===== config.mk =====
export PLATFORM = sky130hd
export DESIGN_NAME = dcp_top
export DESIGN_NICKNAME = d
export VERILOG_FILES = /design/src/core/dcp_pkg.sv /design/src/core/dcp_match.sv /design/src/core/dcp_top.sv
export SDC_FILE = /design/constraint.sdc
export NUM_CORES = 1
export LEC_CHECK = 0
export ABC_AREA = 1
export BUFFER_PORTS_ARGS = -buffer_cell sky130_fd_sc_hd__buf_2
export CAP_MARGIN = 20
export CORE_MARGIN = 10
export CORE_UTILIZATION = 34
export DETAILED_ROUTE_END_ITERATION = 8
export SYNTH_ARGS = -nofsm -noshare
export SYNTH_HDL_FRONTEND = slang
export SYNTH_SLANG_ARGS = --single-unit

===== constraint.sdc =====
create_clock -name sys_clk -period 2.45 [get_ports sys_clk]
set_clock_uncertainty 0.05 [all_clocks]
set_input_delay 0.735 -clock sys_clk [delete_from_list [all_inputs] [get_ports sys_clk]]
set_output_delay 0.735 -clock sys_clk [all_outputs]
set_load 0.03 [all_outputs]

===== src/core/dcp_pkg.sv =====
// Purpose: Constants for the cell progress and pattern match block
// Assumes: Plain register port, 32-bit data, word offsets
// Notes: Offsets are byte addresses of aligned words
// Contract
// RULE1: Per channel 16-bit read-only progress counter, zero at reset, writes ignored.
// RULE2: Counter holds bytes moved since last trigger event, binary, up to 65,535.
// RULE3: Counter reads zero before any byte, then adds one per byte moved.
// RULE4: In pattern detect mode a detected pattern clears the counter to zero.
// RULE5: Progress register bits 31 to 16 always read zero.
// RULE6: Pattern byte is 8-bit read/write, reset zero, bits 31 to 8 read zero.
// RULE7: In pattern terminate mode transfer ends when data equals pattern byte.
// RULE8: One cell moves per trigger event; cell size zero means 65,536 bytes.
// RULE9: Counter returns to zero when a new trigger event starts a cell.
package dcp_pkg;
	localparam int DATA_W = 32;
	localparam int ADDR_W = 8;
	localparam logic [ADDR_W-1:0] OFS_PROGRESS = 8'h00;
	localparam logic [ADDR_W-1:0] OFS_PATTERN = 8'h04;
	localparam logic [ADDR_W-1:0] OFS_CELL_SIZE = 8'h08;
	localparam logic [ADDR_W-1:0] OFS_MODE = 8'h0c;
	localparam logic [ADDR_W-1:0] OFS_STATUS = 8'h10;
	localparam int CNT_W = 16;
	localparam int PAT_W = 8;
	localparam int MODE_W = 2;
	localparam logic [CNT_W-1:0] CNT_RESET = 16'h0000;
	localparam logic [CNT_W-1:0] CNT_ONE = 16'h0001;
	localparam logic [CNT_W-1:0] CNT_MAX = 16'hffff;
	localparam logic [PAT_W-1:0] PAT_RESET = 8'h00;
	localparam logic [DATA_W-1:0] READ_ZERO = 32'h0000_0000;
	localparam logic [CNT_W:0] CELL_ZERO_BYTES = 17'h1_0000;
	typedef enum logic [MODE_W-1:0] {
		DCP_MODE_NORMAL,
		DCP_MODE_DETECT,
		DCP_MODE_TERMINATE
	} dcp_mode_t;
	typedef enum {
		DCP_IDLE,
		DCP_CELL
	} dcp_state_t;
endpackage


===== src/core/dcp_match.sv =====
`timescale 1ns/1ns
// Purpose: Byte comparator against the pattern value
// Assumes: Same clock as the caller, byte valid one cycle
// Notes: Purely combinational
module dcp_match
	import dcp_pkg::*;
(
	input wire logic [PAT_W-1:0] data_byte,
	input wire logic byte_valid,
	input wire logic [PAT_W-1:0] pattern_value,
	output logic hit
);
	always_comb
	begin
		hit = byte_valid && (data_byte == pattern_value);
	end
endmodule // dcp_match


===== src/core/dcp_top.sv =====
`timescale 1ns/1ns
// Purpose: Cell progress counter and pattern byte for one DMA channel
// Assumes: Transfer engine strobes are on sys_clk
// Notes: Counter saturates at its top value within a cell
module dcp_top
	import dcp_pkg::*;
(
	input wire logic sys_clk,
	input wire logic resetn,
	input wire logic [ADDR_W-1:0] addr,
	input wire logic [DATA_W-1:0] wdata,
	input wire logic wr_en,
	input wire logic rd_en,
	output logic [DATA_W-1:0] rdata,
	input wire logic trig_event,
	input wire logic byte_moved,
	input wire logic [PAT_W-1:0] byte_data,
	output logic cell_busy,
	output logic cell_done,
	output logic match_end
);
	logic [CNT_W-1:0] progress_byte_count_reg, progress_byte_count_next;
	logic [PAT_W-1:0] pattern_value_reg, pattern_value_next;
	logic [CNT_W-1:0] bytes_per_event_reg, bytes_per_event_next;
	logic [MODE_W-1:0] mode_reg, mode_next;
	logic [CNT_W:0] remain_reg, remain_next;
	dcp_state_t state_reg, state_next;
	logic [DATA_W-1:0] rdata_reg, rdata_next;
	logic busy_reg, busy_next;
	logic done_reg, done_next;
	logic end_reg, end_next;
	logic hit;
	logic mv;

	dcp_match u_match (
		.data_byte(byte_data),
		.byte_valid(mv),
		.pattern_value(pattern_value_reg),
		.hit(hit)
	);

	// Bytes only count while a cell is open
	assign mv = byte_moved && (state_reg == DCP_CELL);

	// Software registers
	always_comb
	begin
		pattern_value_next = pattern_value_reg;
		bytes_per_event_next = bytes_per_event_reg;
		mode_next = mode_reg;
		if (wr_en)
		begin
			case (addr)
				OFS_PATTERN: pattern_value_next = wdata[PAT_W-1:0]; // RULE6
				OFS_CELL_SIZE: bytes_per_event_next = wdata[CNT_W-1:0];
				OFS_MODE: mode_next = wdata[MODE_W-1:0];
				default: ; // Progress register is read-only RULE1
			endcase
		end
	end

	// Cell engine and progress counter
	always_comb
	begin
		state_next = state_reg;
		remain_next = remain_reg;
		progress_byte_count_next = progress_byte_count_reg;
		done_next = 1'b0;
		end_next = 1'b0;
		case (state_reg)
			DCP_IDLE:
			begin
				if (trig_event)
				begin
					state_next = DCP_CELL;
					progress_byte_count_next = CNT_RESET; // RULE9
					// Zero size means a full 65,536 byte cell
					remain_next = (bytes_per_event_reg == CNT_RESET) ? CELL_ZERO_BYTES
						: {1'b0, bytes_per_event_reg}; // RULE8
				end
			end
			DCP_CELL:
			begin
				if (mv)
				begin
					remain_next = remain_reg - {{CNT_W{1'b0}}, 1'b1};
					if (progress_byte_count_reg != CNT_MAX) // RULE2
						progress_byte_count_next = progress_byte_count_reg + CNT_ONE; // RULE3
					if (hit && mode_reg == DCP_MODE_DETECT)
						progress_byte_count_next = CNT_RESET; // RULE4
					if (hit && mode_reg == DCP_MODE_TERMINATE)
					begin
						// Match ends the transfer at once
						state_next = DCP_IDLE; // RULE7
						end_next = 1'b1; // RULE7
						done_next = 1'b1;
					end
					else if (remain_reg == {{CNT_W{1'b0}}, 1'b1})
					begin
						state_next = DCP_IDLE; // RULE8
						done_next = 1'b1;
					end
				end
			end
			default: state_next = DCP_IDLE;
		endcase
		busy_next = (state_next == DCP_CELL);
	end

	// Read mux; unused upper bits read zero
	always_comb
	begin
		rdata_next = READ_ZERO;
		if (rd_en)
		begin
			case (addr)
				OFS_PROGRESS: rdata_next = {16'h0000, progress_byte_count_reg}; // RULE5
				OFS_PATTERN: rdata_next = {24'h00_0000, pattern_value_reg}; // RULE6
				OFS_CELL_SIZE: rdata_next = {16'h0000, bytes_per_event_reg};
				OFS_MODE: rdata_next = {30'h0000_0000, mode_reg};
				OFS_STATUS: rdata_next = {31'h0000_0000, busy_reg};
				default: rdata_next = READ_ZERO;
			endcase
		end
	end

	always_ff @(posedge sys_clk or negedge resetn)
	begin
		if (!resetn)
		begin
			progress_byte_count_reg <= CNT_RESET; // RULE1
			pattern_value_reg <= PAT_RESET; // RULE6
			bytes_per_event_reg <= CNT_RESET;
			mode_reg <= DCP_MODE_NORMAL;
			remain_reg <= CELL_ZERO_BYTES;
			state_reg <= DCP_IDLE;
			rdata_reg <= READ_ZERO;
			busy_reg <= 1'b0;
			done_reg <= 1'b0;
			end_reg <= 1'b0;
		end
		else
		begin
			progress_byte_count_reg <= progress_byte_count_next;
			pattern_value_reg <= pattern_value_next;
			bytes_per_event_reg <= bytes_per_event_next;
			mode_reg <= mode_next;
			remain_reg <= remain_next;
			state_reg <= state_next;
			rdata_reg <= rdata_next;
			busy_reg <= busy_next;
			done_reg <= done_next;
			end_reg <= end_next;
		end
	end

	assign rdata = rdata_reg;
	assign cell_busy = busy_reg;
	assign cell_done = done_reg;
	assign match_end = end_reg;

	// Checks
	write_ignored_a: assert property (@(posedge sys_clk) disable iff (!resetn) // RULE1
		(wr_en && addr == OFS_PROGRESS && !mv && !trig_event) |=>
		$stable(progress_byte_count_reg))
		else $error("progress counter changed by write");
	count_step_a: assert property (@(posedge sys_clk) disable iff (!resetn) // RULE3
		(mv && !hit && progress_byte_count_reg != CNT_MAX) |=>
		progress_byte_count_reg == $past(progress_byte_count_reg) + CNT_ONE)
		else $error("progress counter did not step by one");
	count_sat_a: assert property (@(posedge sys_clk) disable iff (!resetn) // RULE2
		(progress_byte_count_reg == CNT_MAX && !(state_reg == DCP_IDLE && trig_event)
		&& !(hit && mode_reg == DCP_MODE_DETECT)) |=> progress_byte_count_reg == CNT_MAX)
		else $error("progress counter wrapped");
	detect_clear_a: assert property (@(posedge sys_clk) disable iff (!resetn) // RULE4
		(hit && mode_reg == DCP_MODE_DETECT) |=> progress_byte_count_reg == CNT_RESET)
		else $error("pattern detect did not clear counter");
	read_upper_a: assert property (@(posedge sys_clk) disable iff (!resetn) // RULE5
		(rd_en && addr == OFS_PROGRESS) |=> rdata[DATA_W-1:CNT_W] == 16'h0000 &&
		rdata[CNT_W-1:0] == $past(progress_byte_count_reg))
		else $error("progress read wrong");
	pattern_rw_a: assert property (@(posedge sys_clk) disable iff (!resetn) // RULE6
		(wr_en && addr == OFS_PATTERN) ##1 (rd_en && addr == OFS_PATTERN) |=>
		rdata == {24'h00_0000, $past(wdata[PAT_W-1:0], 2)})
		else $error("pattern byte readback wrong");
	term_end_a: assert property (@(posedge sys_clk) disable iff (!resetn) // RULE7
		(hit && mode_reg == DCP_MODE_TERMINATE) |=> match_end && !cell_busy ##1 !match_end)
		else $error("terminate on match failed");
	cell_start_a: assert property (@(posedge sys_clk) disable iff (!resetn) // RULE9
		(state_reg == DCP_IDLE && trig_event) |=> progress_byte_count_reg == CNT_RESET
		&& cell_busy)
		else $error("new cell did not clear counter");
	cell_len_a: assert property (@(posedge sys_clk) disable iff (!resetn) // RULE8
		(mv && remain_reg == {{CNT_W{1'b0}}, 1'b1}) |=> cell_done && !cell_busy)
		else $error("cell did not end on its last byte");
	// Counter may only move on a byte or on a new cell
	count_hold_a: assert property (@(posedge sys_clk) disable iff (!resetn) // RULE2
		(!mv && !(state_reg == DCP_IDLE && trig_event)) |=> $stable(progress_byte_count_reg))
		else $error("progress counter moved without a byte");
	trig_ignored_a: assert property (@(posedge sys_clk) disable iff (!resetn) // RULE8
		(state_reg == DCP_CELL && trig_event && !mv) |=> $stable(remain_reg) && cell_busy)
		else $error("trigger restarted an open cell");
	zero_size_a: assert property (@(posedge sys_clk) disable iff (!resetn) // RULE8
		(state_reg == DCP_IDLE && trig_event && bytes_per_event_reg == CNT_RESET) |=>
		remain_reg == CELL_ZERO_BYTES)
		else $error("zero cell size not loaded as full cell");
	done_pulse_a: assert property (@(posedge sys_clk) disable iff (!resetn) // RULE8
		cell_done |=> !cell_done)
		else $error("cell done held too long");
	// Mode 3 decodes as normal, so it too must leave the pattern inert
	normal_hit_a: assert property (@(posedge sys_clk) disable iff (!resetn) // RULE7
		(hit && mode_reg != DCP_MODE_DETECT && mode_reg != DCP_MODE_TERMINATE
		&& progress_byte_count_reg != CNT_MAX) |=>
		progress_byte_count_reg == $past(progress_byte_count_reg) + CNT_ONE && !match_end)
		else $error("pattern acted outside its modes");
	detect_keep_a: assert property (@(posedge sys_clk) disable iff (!resetn) // RULE4
		(hit && mode_reg == DCP_MODE_DETECT && remain_reg != {{CNT_W{1'b0}}, 1'b1}) |=>
		cell_busy && !match_end)
		else $error("pattern detect ended the cell");
	pattern_upper_a: assert property (@(posedge sys_clk) disable iff (!resetn) // RULE6
		(rd_en && addr == OFS_PATTERN) |=> rdata[DATA_W-1:PAT_W] == '0)
		else $error("pattern upper bits not zero");
endmodule // dcp_top


==> metrics.yaml <==
clkSlewWorstSetupHoldPaths_ps: 80
fp.dieH_um: 148.7
cts_tree: "yes"
grt_pass1_wl_um: 22110
io_pins: 89
setup_violations: 0
initial_core_util_pct: 35.07
worst_pin_slew_ps: 492.9
worstPathArrival_ps: 2410
r2r_cells: 12
min_period_ps: 2174
timing.fmax_ghz: 0.4600
drt_first_pass_iters: 6
period_share_pct: 88.73
syn_area_per_cell_um2: 8.245
detail_route.wl_per_cell_um: 13.42
crit_buf_inv: 1
ys_ff_latch: 110
fin_util_pct: 40.67
maxSlewHeadroom_pct: 66.84
critPathRequiredTime_ps: 2690
finalNetCount: 828
status: "finished, final reports clean"
diodes: 0
mostFrequentLayoutCells: "nand2_1 (183), dfrtp_1 (109), inv_1 (79), nor2_1 (75), buf_2 (55)"
grt_use_total_pct: 12.46
dpl-instance-area_um2: 6225
post_cts_resized: 0
grt_remaining_overflow: 0
vias: 4414
final_area_um2: 6530
crit_chain: "inv_1 > ha_1 > nand3_1 > nor2_1 > nand2_1 > nor2_1 > nand2_1 > o21ai_0 > nand2_1 > nand2_1 > nand2_1 > o21ai_0"
drcViolationCount: 0
path_common_cell: "nand2_1"
critPathMaxFanout: 5
critPathLaunchType: "flip-flop"
slew_violations: 0
yosysSeqAreaShare_pct: 48.90
tns_ps: 0
final.fill_count: 1619
power_leakage_nw: 3.367
r2r_slack_ps: 280
grt_max_degree: 43
core_um2: 16060
async_flop_share_pct: 100.0
cts_hold_buf: 0
syn_inst: 683
cts_root_buffer: "clkbuf_16"
gp_congestion: 0.8768
rsz0062_at_grt: "no"
yosysWarnings: 0
r2r-end: "remain_reg[14]$_DFFE_PN0P_"
min_path_type: "in2async"
worstReg2RegStart: "remain_reg[0]$_DFFE_PN0P_"
worst_setup_path_end_kind: "flip-flop"
layout_commonest_cell: "nand2_1"
htreeDepth: 3
cpMaxStageDelayCell: "dfrtp_1"
synth_ff_type: "dfrtp_1"
cts_max_path_buffers: 2
clock-sinks: 110
cts_made_buffers: 9
drt_wl_total_um: 13310
hold_viol: 0
peakVddDrop_mv: 0.3462
yosysUniqueCellTypes: 45
antenna_found_initial: 0
ant_nets: 0
cts_setup_buffers: 0
synth_area_um2: 5632
port_buffers: 56
cap_violations: 0
synth-edff-count: 0
die_w_um: 148.7
clkLatencyLatePin_ps: 370
row_count: 46
power_density_nw_per_um2: 549.0
post-dp-hpwl_um: 9773
area_growth_pct: 15.95
detail_route.vias_per_cell: 4.450
critPathTopFamily: "simple AND/OR/NAND/NOR gates"
largest_reg_flops: 32
drive_gt1_share_pct: 15.59
path_class: "reg2reg"
die_area_um2: 22110
drt_iter0_markers: 294
cp_slowest_stage_delay_ps: 400
grt_pass1_vias: 4297
-- stage by stage --
| stage | hold slack (ps) | power, mW | setup slack [ps] | cells |
|---|---|---|---|---|
| after floorplan | 389.4 | 2.041 | 411.7 | 729 |
| after global placement | 445.5 | 2.129 | 167.2 | 976 |
| final | 238.7 | 3.585 | 276.2 | 992 |
| after CTS | 233.7 | 3.638 | 293.2 | 992 |
| after detailed placement | 449.1 | 2.130 | 146.2 | 976 |
| after global routing | 266.8 | 3.730 | 45.80 | 992 |
-- layout make-up --
type,count,area (µm²),area share (%)
inverters,81,311.5,4.771
well taps,216,270.3,4.139
clock buffers,9,225.2,3.449
clock inverters,7,80.08,1.226
repair buffers,65,375.4,5.748
multi-input cells,504,2514,38.49
flip-flops and latches,110,2754,42.17
-- Yosys cell counts (all sizes together), types with 3 or more instances --
cell / count / area [µm²]
nand3: 44 / 237.7
a31oi: 3 / 18.77
buf: 28 / 202.7
a21oi: 14 / 81.33
nor3: 7 / 35.03
mux2: 8 / 90.08
o21ai: 45 / 225.2
inv: 81 / 311.5
o211ai: 6 / 45.04
o31ai: 3 / 22.52
clkbuf: 6 / 22.52
ha: 3 / 37.54
nor2: 81 / 337.8
nor4: 6 / 52.55
xor2: 19 / 166.4
nand2: 202 / 857.1
nand4: 9 / 77.57
dfrtp: 109 / 2728
-- metal layers --
layer	routed length, µm	global-route usage [%]	vias up
li1	-	-	2279
met5	0	0	-
met1	6535	17.06	2001
met3	963	3.914	13
met4	189	4.460	0
met2	5623	18.05	121
-- cell families after synthesis --
family	share of synthesized area, %
DFF	48.90
AOI/OAI and AO/OA	7.798
buffers and inverters	9.531
muxes	1.600
other	0.06659
and+or+nand+nor	28.48
xor gates and xnor gates	2.955
adders and majority gates	0.6666
-- power by group --
group          switching [mW]  leakage [nW]  total (mW)  internal, mW
combinational           0.139          1.82       0.202        0.0630
sequential             0.0318          1.39        1.89          1.86
clock                   0.765         0.149        1.49         0.726
-- worst max-delay path by stage --
| stage | to | cells after the start | slack (ps) | from |
|---|---|---|---|---|
| after global routing | remain_reg[14]$_DFFE_PN0P_ | 12 | 50 | remain_reg[0]$_DFFE_PN0P_ |
| after global placement | progress_byte_count_reg[2]$_DFFE_PN0P_ | 13 | 170 | byte_data[4] |
| after CTS | remain_reg[14]$_DFFE_PN0P_ | 12 | 290 | remain_reg[0]$_DFFE_PN0P_ |
| after detailed placement | progress_byte_count_reg[4]$_DFFE_PN0P_ | 13 | 150 | byte_data[4] |
| final | remain_reg[14]$_DFFE_PN0P_ | 12 | 280 | remain_reg[0]$_DFFE_PN0P_ |
| after floorplan | bytes_per_event_reg[12]$_DFFE_PN0P_ | 8 | 410 | addr[5] |
Power figures use the tool's default switching activity.
